[config.mk]
export PLATFORM = sky130hd
export DESIGN_NAME = efc_top
export DESIGN_NICKNAME = d
export VERILOG_FILES = /design/src/verilog/efc_pkg.sv /design/src/verilog/efc_top.sv
export VERILOG_INCLUDE_DIRS = /design/src /design/src/verilog
export SDC_FILE = /design/constraint.sdc
export NUM_CORES = 1
export LEC_CHECK = 0
export ABC_AREA = 1
export BUFFER_PORTS_ARGS = -buffer_cell sky130_fd_sc_hd__buf_2
export CORE_MARGIN = 5
export CORE_UTILIZATION = 60
export CTS_BUF_LIST = sky130_fd_sc_hd__clkbuf_4 sky130_fd_sc_hd__clkbuf_8
export DETAILED_ROUTE_END_ITERATION = 8
export PLACE_DENSITY_LB_ADDON = 0.3
export SYNTH_ARGS = -nofsm -noshare
export SYNTH_HDL_FRONTEND = slang
export SYNTH_SLANG_ARGS = --single-unit
[constraint.sdc]
create_clock -name clock -period 9.3 [get_ports clock]
set_input_delay 2.325 -clock clock [delete_from_list [all_inputs] [get_ports clock]]
set_output_delay 2.325 -clock clock [all_outputs]
set_load 0.005 [all_outputs]
[src/verilog/efc_params.svh]
// Timing counts and control codes for the event framing coder.
// Assumes inclusion by bare name from the package and the top module.
`ifndef EFC_PARAMS_SVH
`define EFC_PARAMS_SVH

// Control characters all sit in the K28 group; only the high field varies
`define EFC_K_LOW 5'h1c
`define EFC_FILL_Y 3'h5
`define EFC_OPEN_Y 3'h0
`define EFC_CLOSE_Y 3'h3

// Fill characters on each side of the close marker
`define EFC_CLOSE_GAP 3'h5
// Consecutive fills that restore character alignment
`define EFC_SYNC_FILLS 2'h2

// Wide-word lane positions (16 data, open bit, close bit, error, data valid)
`define EFC_WW_OPEN_BIT 16
`define EFC_WW_CLOSE_BIT 17
`define EFC_WW_ERR_BIT 18
`define EFC_WW_DV_BIT 19

`endif

[src/verilog/efc_pkg.sv]
// Types shared by the event framing coder.
// Assumes efc_params.svh is on the include path.
`include "efc_params.svh"

package efc_pkg;

  // Transmit framing states, Gray coded from idle to post; post back to idle flips all three bits
  typedef enum logic [2:0] {
    EFC_TX_IDLE = 3'h0,
    EFC_TX_OPEN = 3'h1,
    EFC_TX_DATA = 3'h3,
    EFC_TX_PRE = 3'h2,
    EFC_TX_CLOSE = 3'h6,
    EFC_TX_POST = 3'h7
  } efc_tx_t;

  // Receive event machine
  typedef enum logic {
    EFC_EV_IDLE = 1'b0,
    EFC_EV_IN = 1'b1
  } efc_ev_t;

  // Whole state of the block
  typedef struct packed {
    efc_tx_t tx_st;
    logic [2:0] tx_cnt;
    logic tx_rd;
    logic [9:0] tx_char;
    logic tx_ready;
    logic [9:0] rx_s1;
    logic [9:0] rx_s2;
    logic rx_rd;
    efc_ev_t rx_st;
    logic [1:0] fill_run;
    logic rx_aligned;
    logic [7:0] rx_byte;
    logic rx_byte_valid;
    logic rx_byte_err;
    logic rx_open;
    logic rx_close;
    logic [19:0] ww_s1;
    logic [19:0] ww_s2;
    efc_ev_t ww_st;
    logic [15:0] ww_data;
    logic ww_valid;
    logic ww_first;
    logic ww_last;
    logic ww_perr;
  } efc_state_t;

endpackage : efc_pkg

[src/verilog/efc_top.sv]
// Event framing coder: character-link framer with 8b/10b encoder,
// character-link receiver with decoder and event machine, and a
// wide-word link receiver with in-band open and close bits.
// Assumes one parallel word clock; link pins come from other domains.
`timescale 1ns/1ps
`default_nettype none
`include "efc_params.svh"

module efc_top (
  input wire logic clock,
  input wire logic rst_n,
  input wire logic [7:0] tx_data,
  input wire logic tx_valid,
  input wire logic tx_last,
  output logic tx_ready,
  output logic [9:0] tx_char,
  input wire logic [9:0] rx_char,
  output logic [7:0] rx_byte,
  output logic rx_byte_valid,
  output logic rx_byte_err,
  output logic rx_open,
  output logic rx_close,
  output logic rx_in_event,
  output logic rx_aligned,
  input wire logic [19:0] ww_word,
  output logic [15:0] ww_data,
  output logic ww_valid,
  output logic ww_first,
  output logic ww_last,
  output logic ww_perr
);
  import efc_pkg::*;

  // ----------------------------------------------------------------
  // Code tables
  // ----------------------------------------------------------------

  // 6-bit low field, negative disparity form, sent as abcdei
  function automatic logic [5:0] enc6(input logic [4:0] v, input logic rd,
                                      input logic k);
    logic [5:0] c;
    logic unb;
    c = 6'h00;
    case (v)
      5'h00: c = 6'h27; 5'h01: c = 6'h1d; 5'h02: c = 6'h2d; 5'h03: c = 6'h31;
      5'h04: c = 6'h35; 5'h05: c = 6'h29; 5'h06: c = 6'h19; 5'h07: c = 6'h38;
      5'h08: c = 6'h39; 5'h09: c = 6'h25; 5'h0a: c = 6'h15; 5'h0b: c = 6'h34;
      5'h0c: c = 6'h0d; 5'h0d: c = 6'h2c; 5'h0e: c = 6'h1c; 5'h0f: c = 6'h17;
      5'h10: c = 6'h1b; 5'h11: c = 6'h23; 5'h12: c = 6'h13; 5'h13: c = 6'h32;
      5'h14: c = 6'h0b; 5'h15: c = 6'h2a; 5'h16: c = 6'h1a; 5'h17: c = 6'h3a;
      5'h18: c = 6'h33; 5'h19: c = 6'h26; 5'h1a: c = 6'h16; 5'h1b: c = 6'h36;
      5'h1c: c = 6'h0e; 5'h1d: c = 6'h2e; 5'h1e: c = 6'h1e; 5'h1f: c = 6'h2b;
      default: c = 6'h00;
    endcase
    if (k) begin
      c = 6'h0f;
    end
    // The one balanced excess-ones code flips like the unbalanced ones
    unb = ($countones(c) != 3) || (c == 6'h38);
    return (rd && unb) ? ~c : c;
  endfunction : enc6

  // 4-bit high field, sent as fghj
  function automatic logic [3:0] enc4(input logic [2:0] v, input logic rd,
                                      input logic k);
    logic [3:0] c;
    logic unb;
    c = 4'h0;
    case ({k, v})
      4'h0: c = 4'hb; 4'h1: c = 4'h9; 4'h2: c = 4'h5; 4'h3: c = 4'hc;
      4'h4: c = 4'hd; 4'h5: c = 4'ha; 4'h6: c = 4'h6; 4'h7: c = 4'he;
      4'h8: c = 4'hb; 4'h9: c = 4'h6; 4'ha: c = 4'ha; 4'hb: c = 4'hc;
      4'hc: c = 4'hd; 4'hd: c = 4'h5; 4'he: c = 4'h9; 4'hf: c = 4'h7;
      default: c = 4'h0;
    endcase
    unb = k || ($countones(c) != 2) || (c == 4'hc);
    return (rd && unb) ? ~c : c;
  endfunction : enc4

  // Disparity after a low-field symbol, valid or not
  function automatic logic rd6(input logic [5:0] c, input logic rd);
    if (($countones(c) > 3) || (c == 6'h38)) begin
      return 1'b1;
    end else if (($countones(c) < 3) || (c == 6'h07)) begin
      return 1'b0;
    end
    return rd;
  endfunction : rd6

  // Disparity after a high-field symbol, valid or not
  function automatic logic rd4(input logic [3:0] c, input logic rd);
    if (($countones(c) > 2) || (c == 4'hc)) begin
      return 1'b1;
    end else if (($countones(c) < 2) || (c == 4'h3)) begin
      return 1'b0;
    end
    return rd;
  endfunction : rd4

  // Full character: low symbol then high symbol, both steps of disparity
  function automatic logic [10:0] enc10(input logic [7:0] b,
                                        input logic k, input logic rd);
    logic [5:0] a6;
    logic [3:0] b4;
    logic rdm;
    a6 = enc6(b[4:0], rd, k);
    rdm = rd6(a6, rd);
    b4 = enc4(b[7:5], rdm, k);
    return {rd4(b4, rdm), a6, b4};
  endfunction : enc10

  // Decode to {valid, control, byte}; valid only for this disparity
  function automatic logic [9:0] dec10(input logic [9:0] c, input logic rd);
    logic rdm;
    logic h6;
    logic h4;
    logic k;
    logic [4:0] v5;
    logic [2:0] v3;
    rdm = rd6(c[9:4], rd);
    h6 = 1'b0;
    h4 = 1'b0;
    v5 = 5'h00;
    v3 = 3'h0;
    k = (c[9:4] == enc6(5'h00, rd, 1'b1));
    for (int i = 0; i < 32; i++) begin
      if (enc6(5'(i), rd, 1'b0) == c[9:4]) begin
        h6 = 1'b1;
        v5 = 5'(i);
      end
    end
    if (k) begin
      v5 = `EFC_K_LOW;
    end
    for (int j = 0; j < 8; j++) begin
      if (enc4(3'(j), rdm, k) == c[3:0]) begin
        h4 = 1'b1;
        v3 = 3'(j);
      end
    end
    return {(h6 || k) && h4, k, v3, v5};
  endfunction : dec10

  // ----------------------------------------------------------------
  // State
  // ----------------------------------------------------------------
  efc_state_t s;
  efc_state_t next_s;
  logic [9:0] rx_dec;
  logic rx_err;
  logic rx_is_fill;
  logic rx_is_open;
  logic rx_is_close;
  logic tx_take;
  logic ww_err_in;
  logic tx_in_pre;
  logic tx_in_close;
  logic tx_in_post;

  // Receive decode of the synchronised character
  assign rx_dec = dec10(s.rx_s2, s.rx_rd);
  assign rx_err = !rx_dec[9];
  assign rx_is_fill = rx_dec[9] && rx_dec[8] && (rx_dec[7:5] == `EFC_FILL_Y);
  assign rx_is_open = rx_dec[9] && rx_dec[8] && (rx_dec[7:5] == `EFC_OPEN_Y);
  assign rx_is_close = rx_dec[9] && rx_dec[8] &&
                       (rx_dec[7:5] == `EFC_CLOSE_Y);
  assign tx_take = (s.tx_st == EFC_TX_DATA) && s.tx_ready && tx_valid;
  assign ww_err_in = s.ww_s2[`EFC_WW_ERR_BIT];
  assign tx_in_pre = (s.tx_st == EFC_TX_PRE);
  assign tx_in_close = (s.tx_st == EFC_TX_CLOSE);
  assign tx_in_post = (s.tx_st == EFC_TX_POST);

  // ----------------------------------------------------------------
  // Next-state logic
  // ----------------------------------------------------------------
  always_comb begin
    logic [7:0] tb;
    logic tk;
    logic [10:0] te;
    logic dv;
    next_s = s;
    tb = {`EFC_FILL_Y, `EFC_K_LOW};
    tk = 1'b1;
    te = 11'h000;
    dv = 1'b0;

    // Transmit framing; every state emits one character per clock
    case (s.tx_st)
      EFC_TX_IDLE: begin
        if (tx_valid) begin
          next_s.tx_st = EFC_TX_OPEN;
        end
      end
      EFC_TX_OPEN: begin
        tb = {`EFC_OPEN_Y, `EFC_K_LOW};
        next_s.tx_st = EFC_TX_DATA;
      end
      EFC_TX_DATA: begin
        // A gap from the source becomes fill inside the event
        if (tx_take) begin
          tb = tx_data;
          tk = 1'b0;
          if (tx_last) begin
            next_s.tx_st = EFC_TX_PRE;
            next_s.tx_cnt = 3'h0;
          end
        end
      end
      EFC_TX_PRE: begin
        next_s.tx_cnt = s.tx_cnt + 3'h1;
        if (s.tx_cnt == `EFC_CLOSE_GAP - 3'h1) begin
          next_s.tx_st = EFC_TX_CLOSE;
        end
      end
      EFC_TX_CLOSE: begin
        tb = {`EFC_CLOSE_Y, `EFC_K_LOW};
        next_s.tx_st = EFC_TX_POST;
        next_s.tx_cnt = 3'h0;
      end
      EFC_TX_POST: begin
        next_s.tx_cnt = s.tx_cnt + 3'h1;
        if (s.tx_cnt == `EFC_CLOSE_GAP - 3'h1) begin
          next_s.tx_st = EFC_TX_IDLE;
        end
      end
      default: begin
        next_s.tx_st = EFC_TX_IDLE;
      end
    endcase
    te = enc10(tb, tk, s.tx_rd);
    next_s.tx_char = te[9:0];
    next_s.tx_rd = te[10];
    // Ready only while the data state lasts, so a last byte stops it
    next_s.tx_ready = (next_s.tx_st == EFC_TX_DATA);

    // Link pin synchronisers
    next_s.rx_s1 = rx_char;
    next_s.rx_s2 = s.rx_s1;
    next_s.ww_s1 = ww_word;
    next_s.ww_s2 = s.ww_s1;

    // Receive disparity tracks whatever arrives, invalid symbols too
    next_s.rx_rd = rd4(s.rx_s2[3:0], rd6(s.rx_s2[9:4], s.rx_rd));

    // Alignment: lost on an error, regained after two fills
    if (rx_err) begin
      next_s.fill_run = 2'h0;
      next_s.rx_aligned = 1'b0;
    end else if (rx_is_fill) begin
      if (s.fill_run != `EFC_SYNC_FILLS) begin
        next_s.fill_run = s.fill_run + 2'h1;
      end
      if (s.fill_run == `EFC_SYNC_FILLS - 2'h1) begin
        next_s.rx_aligned = 1'b1;
      end
    end else begin
      next_s.fill_run = 2'h0;
    end

    // Receive event machine and payload filter
    next_s.rx_byte_valid = 1'b0;
    next_s.rx_byte_err = 1'b0;
    next_s.rx_open = 1'b0;
    next_s.rx_close = 1'b0;
    case (s.rx_st)
      EFC_EV_IDLE: begin
        // Anything but open is dropped, test marker too
        if (rx_is_open) begin
          next_s.rx_st = EFC_EV_IN;
          next_s.rx_open = 1'b1;
        end
      end
      EFC_EV_IN: begin
        if (rx_is_close) begin
          next_s.rx_st = EFC_EV_IDLE;
          next_s.rx_close = 1'b1;
        end else if (rx_err) begin
          next_s.rx_byte_valid = 1'b1;
          next_s.rx_byte_err = 1'b1;
          next_s.rx_byte = s.rx_s2[7:0];
        end else if (!rx_dec[8]) begin
          next_s.rx_byte_valid = 1'b1;
          next_s.rx_byte = rx_dec[7:0];
        end
        // Fills and other controls are consumed without output
      end
      default: begin
        next_s.rx_st = EFC_EV_IDLE;
      end
    endcase

    // Wide-word receiver
    dv = s.ww_s2[`EFC_WW_DV_BIT] && !ww_err_in;
    next_s.ww_valid = 1'b0;
    next_s.ww_first = 1'b0;
    next_s.ww_last = 1'b0;
    next_s.ww_perr = ww_err_in;
    next_s.ww_data = s.ww_s2[15:0];
    if (dv) begin
      case (s.ww_st)
        EFC_EV_IDLE: begin
          // Any data word opens; a missing open bit is a protocol fault
          next_s.ww_valid = 1'b1;
          next_s.ww_first = 1'b1;
          next_s.ww_st = EFC_EV_IN;
          next_s.ww_perr = !s.ww_s2[`EFC_WW_OPEN_BIT] ||
                           s.ww_s2[`EFC_WW_CLOSE_BIT];
        end
        EFC_EV_IN: begin
          if (s.ww_s2[`EFC_WW_OPEN_BIT]) begin
            next_s.ww_perr = 1'b1;
          end else begin
            next_s.ww_valid = 1'b1;
            if (s.ww_s2[`EFC_WW_CLOSE_BIT]) begin
              next_s.ww_last = 1'b1;
              next_s.ww_st = EFC_EV_IDLE;
            end
          end
        end
        default: begin
          next_s.ww_st = EFC_EV_IDLE;
        end
      endcase
    end
  end

  // ----------------------------------------------------------------
  // Registers
  // ----------------------------------------------------------------
  always_ff @(posedge clock or negedge rst_n) begin
    if (!rst_n) begin
      s <= '0;
    end else begin
      s <= next_s;
    end
  end

  // Outputs straight from the state register
  assign tx_ready = s.tx_ready;
  assign tx_char = s.tx_char;
  assign rx_byte = s.rx_byte;
  assign rx_byte_valid = s.rx_byte_valid;
  assign rx_byte_err = s.rx_byte_err;
  assign rx_open = s.rx_open;
  assign rx_close = s.rx_close;
  assign rx_in_event = s.rx_st;
  assign rx_aligned = s.rx_aligned;
  assign ww_data = s.ww_data;
  assign ww_valid = s.ww_valid;
  assign ww_first = s.ww_first;
  assign ww_last = s.ww_last;
  assign ww_perr = s.ww_perr;
endmodule : efc_top

`default_nettype wire
; Yosys cells after proc, flatten, opt, wreduce, memory -nomap -nowiden
; Memory sizes are Yosys's and may differ from the RTL's.
; Cells that the tools add are included.
[word_totals]
ff_bits = 116
romBits = 256
output_inout_bits = 45
word_cells = 381
n_memories = 2
[mem_list]
columns = name, depth, word_bits, rd, rd_ports_with_merged_regs, write_ports, line_no
row1 = (no name shown), 32, 6, 1, 0, 0, efc_top.sv:44  ; case (v)
row2 = (no name shown), 16, 4, 1, 0, 0, efc_top.sv:69  ; case ({k, v})
[op_classes]
add_sub_neg = 41
order_cmp = 8
eq_ne = 80
muxes = 168
bitwise_logic = 11
n_reduce_logical = 47
[ops]
columns = operator, n
row1 = 32-bit adder, 7
row2 = 32-bit by 3-bit greater-than comparator with 1-bit output (second input constant), 4
row3 = 32-bit by 3-bit < comparator with 1-bit output (second input constant), 4
row4 = 6-bit 2-to-1 mux, 19
row5 = 6-bit equality test, 15
row6 = 1-bit 2-to-1 mux, 80
row7 = 5-bit 2-to-1 mux, 16
row8 = 4-bit 2-to-1 mux, 18
row9 = 6-bit equality test (first input constant), 9
row10 = 1-bit by 1-bit adder with 2-bit output, 25
row11 = 4-bit one-hot mux with 2 select lines, 5
row12 = 5-bit by 6-bit equality test with 1-bit output (first input constant), 6
row13 = 3-bit 2-to-1 mux, 12
row14 = 4-bit equality test, 8
row15 = 4-bit equality test (second input constant), 8
row16 = 32-bit by 3-bit != test with 1-bit output (second input constant), 1
row17 = 4-bit NOT, 6
row18 = 8-bit one-hot mux with 3 select lines, 1
row19 = 1-bit logical OR, 23
row20 = 2-bit by 2-bit adder with 3-bit output, 6
row21 = 4-bit by 6-bit equality test with 1-bit output (first input constant), 3
row22 = 6-bit equality test (second input constant), 3
row23 = 9-bit 2-to-1 mux, 2
row24 = 3-bit by 2-bit != test with 1-bit output (second input constant), 6
row25 = other kinds (26), 68

; Depth between registers and ports, before layout
; Gate-level depths: netlist of run 1.
[depth]
ltp_word = 40
mapped_depth = 39

; Worst setup path before layout of run 1
; OpenSTA, ideal clock, no wires.
[synth_timing]
kind = input to register
from = in tx_valid
to = reg s[109] in the netlist's numbering
arrival_ns = 8.130
required_time_ns = 9.218
setup_slack_ns = 1.088
cell_stages = 32
cell_sequence = nand3_4 > nor2_1 > inv_1 > ha_1 > inv_1 > nor2_1 > o22ai_1 > nand2_1 > a211o_1 > ha_1 > inv_1 > fa_1 > inv_1 > ha_1 > inv_1 > nor2_1 > a41oi_2 > xor2_1 > ha_1 > fa_1 > ha_1 > fa_1 > nand2_1 > nor2_1 > a21oi_1 > nand2_2 > nand2_4 > xor2_1 > nor2_1 > fa_1 > nand2_1 > a31oi_1
[synth_rtl]
columns = item, line_no
row1 = start: declaration, efc_top.sv:13  ; input wire logic tx_valid,
row2 = end signal: assignment, efc_top.sv:334  ; s <= next_s;
row3 = end: declaration, efc_top.sv:147  ; efc_state_t s;

==> impl_metrics.yaml, run 1 <==
timing:
  holdWs_ps: 348
  setup_viol: 0
  period_share_pct: 92.1
  skew_ps: 8.03
  slew_violations: 0
  rsz0062_at_grt: "false"
  finalHoldViolations: 0
  max_slew_margin_pct: 42.7
  setup-tns-final_ps: 0
  clock.fmax_mhz: 117
  max_slew.worst_pin.slew_ps: 860
  layout_min_cycle_time_ps: 8570
placed_design:
  dp.cells: 893
  dpl-instance-area_um2: 6660
  io_buffers: 86
  hpwl_um: 9560
  place.gp.congestion: 0.934
floorplan:
  start_util_pct: 61.3
  rows: 37
  ios: 87
  die_area_um2: 12700
  die_h_um: 113
  die-width_um: 113
  core-area_um2: 10300
setup_path:
  crit_fanout: 15
  slowest_delay_ps: 520
  reg2reg_slack_ps: 2100
  cp-start-kind: "input pin"
  cp.required_ps: 9650
  end_kind: "flip-flop"
  worstPathArrival_ps: 8910
  critPathSlowestCell: "fa_1"
  worstSetupPathType: "input pin to flip-flop"
clock_tree:
  clock_sinks: 116
  holdBufCountCts: 0
  cts-resized-gates: 0
  clk_path_buf_depth: 2
  cts_buffers: 17
  cts_setup_buffers: 0
  htreeDepth: 4
  cts_root_buf: "clkbuf_8"
  cts_tree: "done"
  insertion_delay_ps: 420
  clkTransAtPathRegs_ps: 80
power_and_ir_drop:
  power.density_nw_per_um2: 274
  ir_worst_vdd_mv: 0.200
  leakage_nw: 3.72
yosys:
  netlist_top_cells_area: "dfrtp_1, ha_1, nand2_1"
  yosysTopAreaCellShare_pct: 45.9
  synth.largest_area_cell: "dfrtp_1"
  ys.flop_type: "dfrtp_1"
  syn_area_um2: 6330
  syn_area_per_cell_um2: 8.91
  syn_inst: 710
  ys_warn_count: 0
  yosysSeqAreaShare_pct: 45.9
  synth_most_common_cell: "nand2_1"
  synth-seq-cells: 116
  synth.distinct_cells: 46
  synthTopCellsByCount: "nand2_1, dfrtp_1, inv_1"
  synth.net_count: 812
  synth-edff-count: 0
  ys_async_sr_fraction_pct: 100
drt:
  drt-vias-per-instance: 5.10
  antenna_left: 0
  wl_per_cell_um: 13.2
  drc: 0
  drt_wl_total_um: 12200
  firstDrtPassIters: 5
  vias: 4719
  drtIter0Drc: 290
run_status:
  status: "finished clean"
global_routing:
  antenna_found_initial: 0
  grt_pass1_wl_um: 22000
  grt_overflow: 0
  grt_pass1_vias: 4935
  track_usage_pct: 21.3
  grt_max_degree: 76
cells_and_area:
  antennaDiodeCount: 0
  nNetsFinal: 878
  area.growth.synth_to_final_pct: 10.9
  instances_no_fill: 925
  fillerInstances: 807
  final_area_um2: 7020
  layout-drive-gt1-share_pct: 18.3
min_path:
  hp-class: "flip-flop to flip-flop"
run:
  cap_viol_max_count: 0
## cell families (layout without fill, tap and decap cells)
| logic type | Yosys count | count (layout) | synth area share, % |
|---|---|---|---|
| flip-flops | 116 | 116 | 45.9 |
| AO/OA/AOI/OAI | 79 | 79 | 7.71 |
| adder cells (fa/ha/maj) | 60 | 60 | 12.8 |
| buffers and inverters | 154 | 233 | 11.3 |
| AND/OR/NAND/NOR | 282 | 282 | 19.5 |
| XOR/XNOR | 19 | 19 | 2.75 |
## worst paths after layout
kind	cells after the start	startpoint	endpoint
worst max-delay path	33	tx_valid	s[109]
worst min-delay path	0	next_s[34]	next_s[17]
worst max register to register	34	s[114]	s[109]
worst min register to register	0	next_s[34]	next_s[17]
max in group asynchronous	2	rst_n	next_s[4]
min in group asynchronous	1	rst_n	rx_byte[2]
## per-stage QoR
| stage | setup slack [ps] | power, W | util (%) |
|---|---|---|---|
| floorplan | 1090 | 0.00133 | - |
| detailed placement | 295 | 0.00151 | 64.5 |
| finish | 731 | 0.00192 | 68.0 |
| global placement | 626 | 0.00146 | 64.5 |
| CTS | 763 | 0.00194 | 68.0 |
| global route | 196 | 0.00210 | 68.0 |
## where the power goes
group / switching (W) / total, W / leakage, nW / internal [W]
Clock: 0.000222 / 0.000416 / 0.174 / 0.000194
Combinational: 0.000543 / 0.000865 / 2.17 / 0.000322
Sequential: 0.0000473 / 0.000641 / 1.38 / 0.000594
## state kept, by name (all words and copies together) (netlist names), 8 cells and up
| name | cells |
|---|---|
| ww_data | 16 |
| next_s | 46 |
| tx_char | 10 |
| rx_byte | 8 |
| s | 25 |
## critical path: cells and delay by family
kind                       cells  cell delay, ps
and+or+nand+nor               11            1240
buffers and inverters          6             580
adders and majority gates      9            2970
AOI/OAI and AO/OA              5            1220
xor gates and xnor gates       2             570
## layout make-up
type	instances	area (um^2)	share of cell area (%)
clock inverters	14	119	1.69
well taps	136	170	2.42
flip-flops and latches	116	2900	41.4
multi-input cells	440	2710	38.6
repair buffers	87	440	6.27
inverters	114	438	6.24
clock buffers	18	241	3.44
## cells in the final DEF, fill, tap and decap left out, types with 5 or more instances in the layout
master	instances
nand3_1	32
ha_1	52
clkbuf_8	17
nor2_1	77
nand2_1	131
o21ai_0	25
inv_1	109
dfrtp_1	116
a21oi_1	26
buf_2	85
xor2_1	13
xnor2_1	5
fa_1	8
nand4_1	7
inv_6	6
nor3_1	15
## layer usage
metal  share of wire, %  vias up  global-route usage (%)  routed length [um]
met5                  0        -                       0                   0
met4                2.7        0                    9.21                 327
met3                5.1       32                    5.03                 629
met2                 50      142                    36.1                6140
met1                 42     2202                    25.9                5140
li1                   -     2343                       -                   -
Power figures use the tool's default switching activity.
==> inputs of run 2 (changes only) <==
GPL_TIMING_DRIVEN = 0   (was default)
==> impl_metrics.yaml, run 2 (synthesis gave the netlist of run 1 again) <==
power_and_ir_drop:
  power_frac_clock_pct: 21.9
  combPwrFrac_pct: 46.6
  power_frac_seq_pct: 31.5
  total_power_w: 0.00203
  p_int_w: 0.00120
  ir_worst_vdd_mv: 0.268
  leakage_nw: 3.91
  p_sw_w: 0.000827
  power.density_nw_per_um2: 276
  power.share.switching_pct: 40.8
min_path:
  hp-class: "flip-flop to flip-flop"
  hp-start: "next_s[7]"
floorplan:
  core-area_um2: 10300
  die_area_um2: 12700
  ios: 87
  die-width_um: 113
  die_h_um: 113
  rows: 37
  start_util_pct: 61.3
timing:
  clock.fmax_mhz: 116
  max_slew.worst_pin.slew_ps: 829
  timing.final.ws_setup_ps: 648
  period_share_pct: 93.0
  layout_min_cycle_time_ps: 8650
  max_slew_margin_pct: 44.1
  setup-tns-final_ps: 0
  finalHoldViolations: 0
  slew_violations: 0
  rsz0062_at_grt: "false"
  setup_viol: 0
  skew_ps: 11.1
placed_design:
  dpl-instance-area_um2: 6960
  pre_cts_ws_ps: 327
  io_buffers: 86
  place.gp.congestion: 0.897
  dp.cells: 933
  hpwl_um: 9720
cells_and_area:
  largest_reg_flops: 46
  antennaDiodeCount: 0
  instances_no_fill: 965
  final_common_cell: "nand2_1"
  fillerInstances: 776
  layout-drive-gt1-share_pct: 21.6
  nNetsFinal: 918
  final_cell_mix: "nand2_1, dfrtp_1, inv_1"
  final_area_um2: 7340
  area.growth.synth_to_final_pct: 16.1
setup_path:
  cp-start-kind: "input pin"
  end_kind: "flip-flop"
  slowest_delay_ps: 520
  worstPathArrival_ps: 9000
  timing.rr.start: "s[115]"
  critPathSlowestCell: "fa_1"
  worstSetupPathType: "input pin to flip-flop"
  crit_fanout: 6
  cp.required_ps: 9650
  cp-startpoint: "tx_valid"
clock_tree:
  clkTransAtPathRegs_ps: 70
  cts_root_buf: "clkbuf_8"
  htreeDepth: 4
  insertion_delay_ps: 430
  clk_path_buf_depth: 2
  cts-resized-gates: 0
  cts_tree: "done"
  cts_setup_buffers: 0
  clock_sinks: 116
  cts_buffers: 17
  holdBufCountCts: 0
drt:
  drt_wl_total_um: 12400
  firstDrtPassIters: 7
  drt-vias-per-instance: 5.01
  drtIter0Drc: 296
  antenna_left: 0
  wl_per_cell_um: 12.8
  drc: 0
  vias: 4838
global_routing:
  antenna_found_initial: 0
  grt_pass1_wl_um: 21400
  grt_pass1_vias: 4872
  grt_overflow: 0
  grt_max_degree: 67
  track_usage_pct: 21.0
run_status:
  status: "finished clean"
run:
  cap_viol_max_count: 0
run 2: area by class of cell:
type                       count  area [um^2]  share of cell area [%]
buffer                        40          279                    3.80
inverter                     114          438                    5.96
timing repair buffer          87          460                    6.27
tap                          136          170                    2.32
clock inverter                12          118                    1.60
clock buffer                  20          269                    3.66
sequential                   116         2900                    39.5
multi-input combinational    440         2710                    36.9
run 2: worst paths after layout:
kind                              end  slack [ps]  cells after the start
max                            s[109]         650                     33
min                        ww_data[3]         350                      0
max reg2reg                    s[109]        1910                     36
min reg2reg                ww_data[3]         350                      0
max in group asynchronous  ww_data[7]        6600                      2
min in group asynchronous  rx_byte[2]        1990                      1
run 2: power groups by stage:
stage          Clock, W  Sequential [W]  Combinational (W)
2_1_floorplan         0        0.000638           0.000694
3_3_place_gp          0        0.000645           0.000873
3_5_place_dp          0        0.000648           0.000932
4_1_cts        0.000456        0.000639           0.000945
5_1_grt        0.000480        0.000649            0.00108
6_report       0.000444        0.000639           0.000945
run 2: metal layers:
metal | GRT usage (%) | vias to the layer above | part of all wire, %
li1 | - | 2424 | -
met1 | 25.4 | 2240 | 41
met2 | 35.9 | 148 | 51
met3 | 4.49 | 26 | 5.7
met4 | 9.94 | 0 | 2.5
met5 | 0 | - | 0
run 2: critical path: cells and delay by family:
kind                       cells  cell delay, ps
and+or+nand+nor               11            1230
AOI/OAI and AO/OA              5            1240
adders and majority gates      9            3010
xor gates and xnor gates       2             610
buffers and inverters          6             580
run 2: through the flow:
| stage | util (%) | hold WS, ps |
|---|---|---|
| final | 71.1 | 346 |
| after global routing | 71.1 | 349 |
| after CTS | 71.1 | 346 |
| after detailed placement | 67.4 | 335 |
| after global placement | 67.1 | 331 |
| after floorplan | - | 331 |
==> inputs of run 3 (changes only) <==
RECOVER_POWER = 100   (was default)
==> impl_metrics.yaml, run 3 (synthesis gave the netlist of run 1 again) <==
run_status:
  status: "finished with violations"
  violations: "max-capacitance violations, max-slew violations"
clock_tree:
  cts_root_buf: "clkbuf_8"
  cts_buffers: 17
  cts_setup_buffers: 0
  insertion_delay_ps: 430
  cts_tree: "done"
  clk_path_buf_depth: 2
  clock_sinks: 116
  cts-resized-gates: 0
  htreeDepth: 4
  holdBufCountCts: 0
  clkTransAtPathRegs_ps: 70
global_routing:
  track_usage_pct: 21.0
  grt_overflow: 0
  grt_max_degree: 67
  grt_pass1_wl_um: 21400
  antenna_found_initial: 0
  grt_pass1_vias: 4872
drt:
  drt_wl_total_um: 12400
  wl_per_cell_um: 12.9
  firstDrtPassIters: 6
  vias: 4880
  drt-vias-per-instance: 5.06
  drc: 0
  drtIter0Drc: 268
  antenna_left: 0
placed_design:
  dpl-instance-area_um2: 6960
  place.gp.congestion: 0.897
  io_buffers: 86
  hpwl_um: 9720
setup_path:
  slowest_delay_ps: 520
  cp-start-kind: "input pin"
  cp.required_ps: 9640
  worstSetupPathType: "input pin to flip-flop"
  worstPathArrival_ps: 9060
  critPathSlowestCell: "fa_1"
  crit_top_cell: "ha_1"
  end_kind: "flip-flop"
  crit_fanout: 6
power_and_ir_drop:
  combPwrFrac_pct: 46.3
  p_int_w: 0.00119
  total_power_w: 0.00202
  power.share.switching_pct: 40.9
  power_frac_seq_pct: 31.7
  power_frac_clock_pct: 22.0
  leakage_nw: 3.80
  power.density_nw_per_um2: 277
  p_sw_w: 0.000825
  ir_worst_vdd_mv: 0.263
cells_and_area:
  final_common_cell: "nand2_1"
  area.growth.synth_to_final_pct: 14.9
  final_area_um2: 7270
  nNetsFinal: 918
  fillerInstances: 807
  antennaDiodeCount: 0
  largest_reg_flops: 46
  final_cell_mix: "nand2_1, dfrtp_1, inv_1"
  layout-drive-gt1-share_pct: 18.0
timing:
  clock.fmax_mhz: 115
  max_slew.worst_pin.slew_ps: 3450
  period_share_pct: 93.8
  skew_ps: 10.8
  setup-tns-final_ps: 0
  max_slew_margin_pct: -130
  setup_viol: 0
  rsz0062_at_grt: "false"
  holdWs_ps: 345
  slew_violations: 119
  layout_min_cycle_time_ps: 8720
  finalHoldViolations: 0
floorplan:
  die_area_um2: 12700
  die_h_um: 113
  ios: 87
  rows: 37
  core-area_um2: 10300
  start_util_pct: 61.3
  die-width_um: 113
min_path:
  hp-class: "flip-flop to flip-flop"
run:
  cap_viol_max_count: 2
[run 3: cell types whose count changed in the layout (fill, tap and decap cells not counted), sizes merged]
cell	change
clkbuf	+48
buf	-48
clkinv	-1
clkinvlp	+1
[run 3: final timing paths]
check	startpoint	end	slack, ps	cells past startpoint
setup / recovery	tx_valid	s[109]	580	32
hold / removal	next_s[4]	ww_data[0]	350	0
setup reg to reg	s[115]	s[109]	1880	35
hold reg to reg	next_s[4]	ww_data[0]	350	0
max in group asynchronous	rst_n	next_s[34]	2660	2
min in group asynchronous	rst_n	rx_byte[2]	3050	1
[run 3: power groups by stage]
stage          logic, W  clock network, W  registers, W
2_1_floorplan  0.000694                 0      0.000638
3_3_place_gp   0.000873                 0      0.000645
3_5_place_dp   0.000932                 0      0.000648
4_1_cts        0.000945          0.000456      0.000639
5_1_grt         0.00107          0.000480      0.000649
6_report       0.000934          0.000443      0.000639
[run 3: area by class of cell]
cell class	count	area [um^2]	share of cell area [%]
Buffer	40	279	3.84
Clock buffer	20	269	3.70
Clock inverter	12	118	1.62
Inverter	114	434	5.97
Multi-Input combinational cell	440	2700	37.1
Sequential cell	116	2900	39.9
Tap cell	136	170	2.34
Timing Repair Buffer	87	400	5.51
[run 3: per-layer routing]
| metal | vias up | routed length [um] | track usage [%] | share of wire [%] |
|---|---|---|---|---|
| li1 | 2423 | - | - | - |
| met1 | 2265 | 5110 | 25.4 | 41 |
| met2 | 163 | 6240 | 35.9 | 50 |
| met3 | 29 | 751 | 4.49 | 6.1 |
| met4 | 0 | 315 | 9.94 | 2.5 |
| met5 | - | 0 | 0 | 0 |
[run 3: critical path: cells and delay by family]
kind            cells  cell delay (ps)
xor+xnor            2              600
compound gates      7             1410
buf+inv             5              480
simple gates        9             1100
fa+ha+maj           9             3180
[run 3: metrics by stage]
step           setup slack (ps)  utilization, %  cells
2_1_floorplan              1090               -    710
3_3_place_gp                485            67.1    932
3_5_place_dp                327            67.4    933
4_1_cts                     710            71.1    965
5_1_grt                     217            70.4    965
6_report                    581            70.4    965
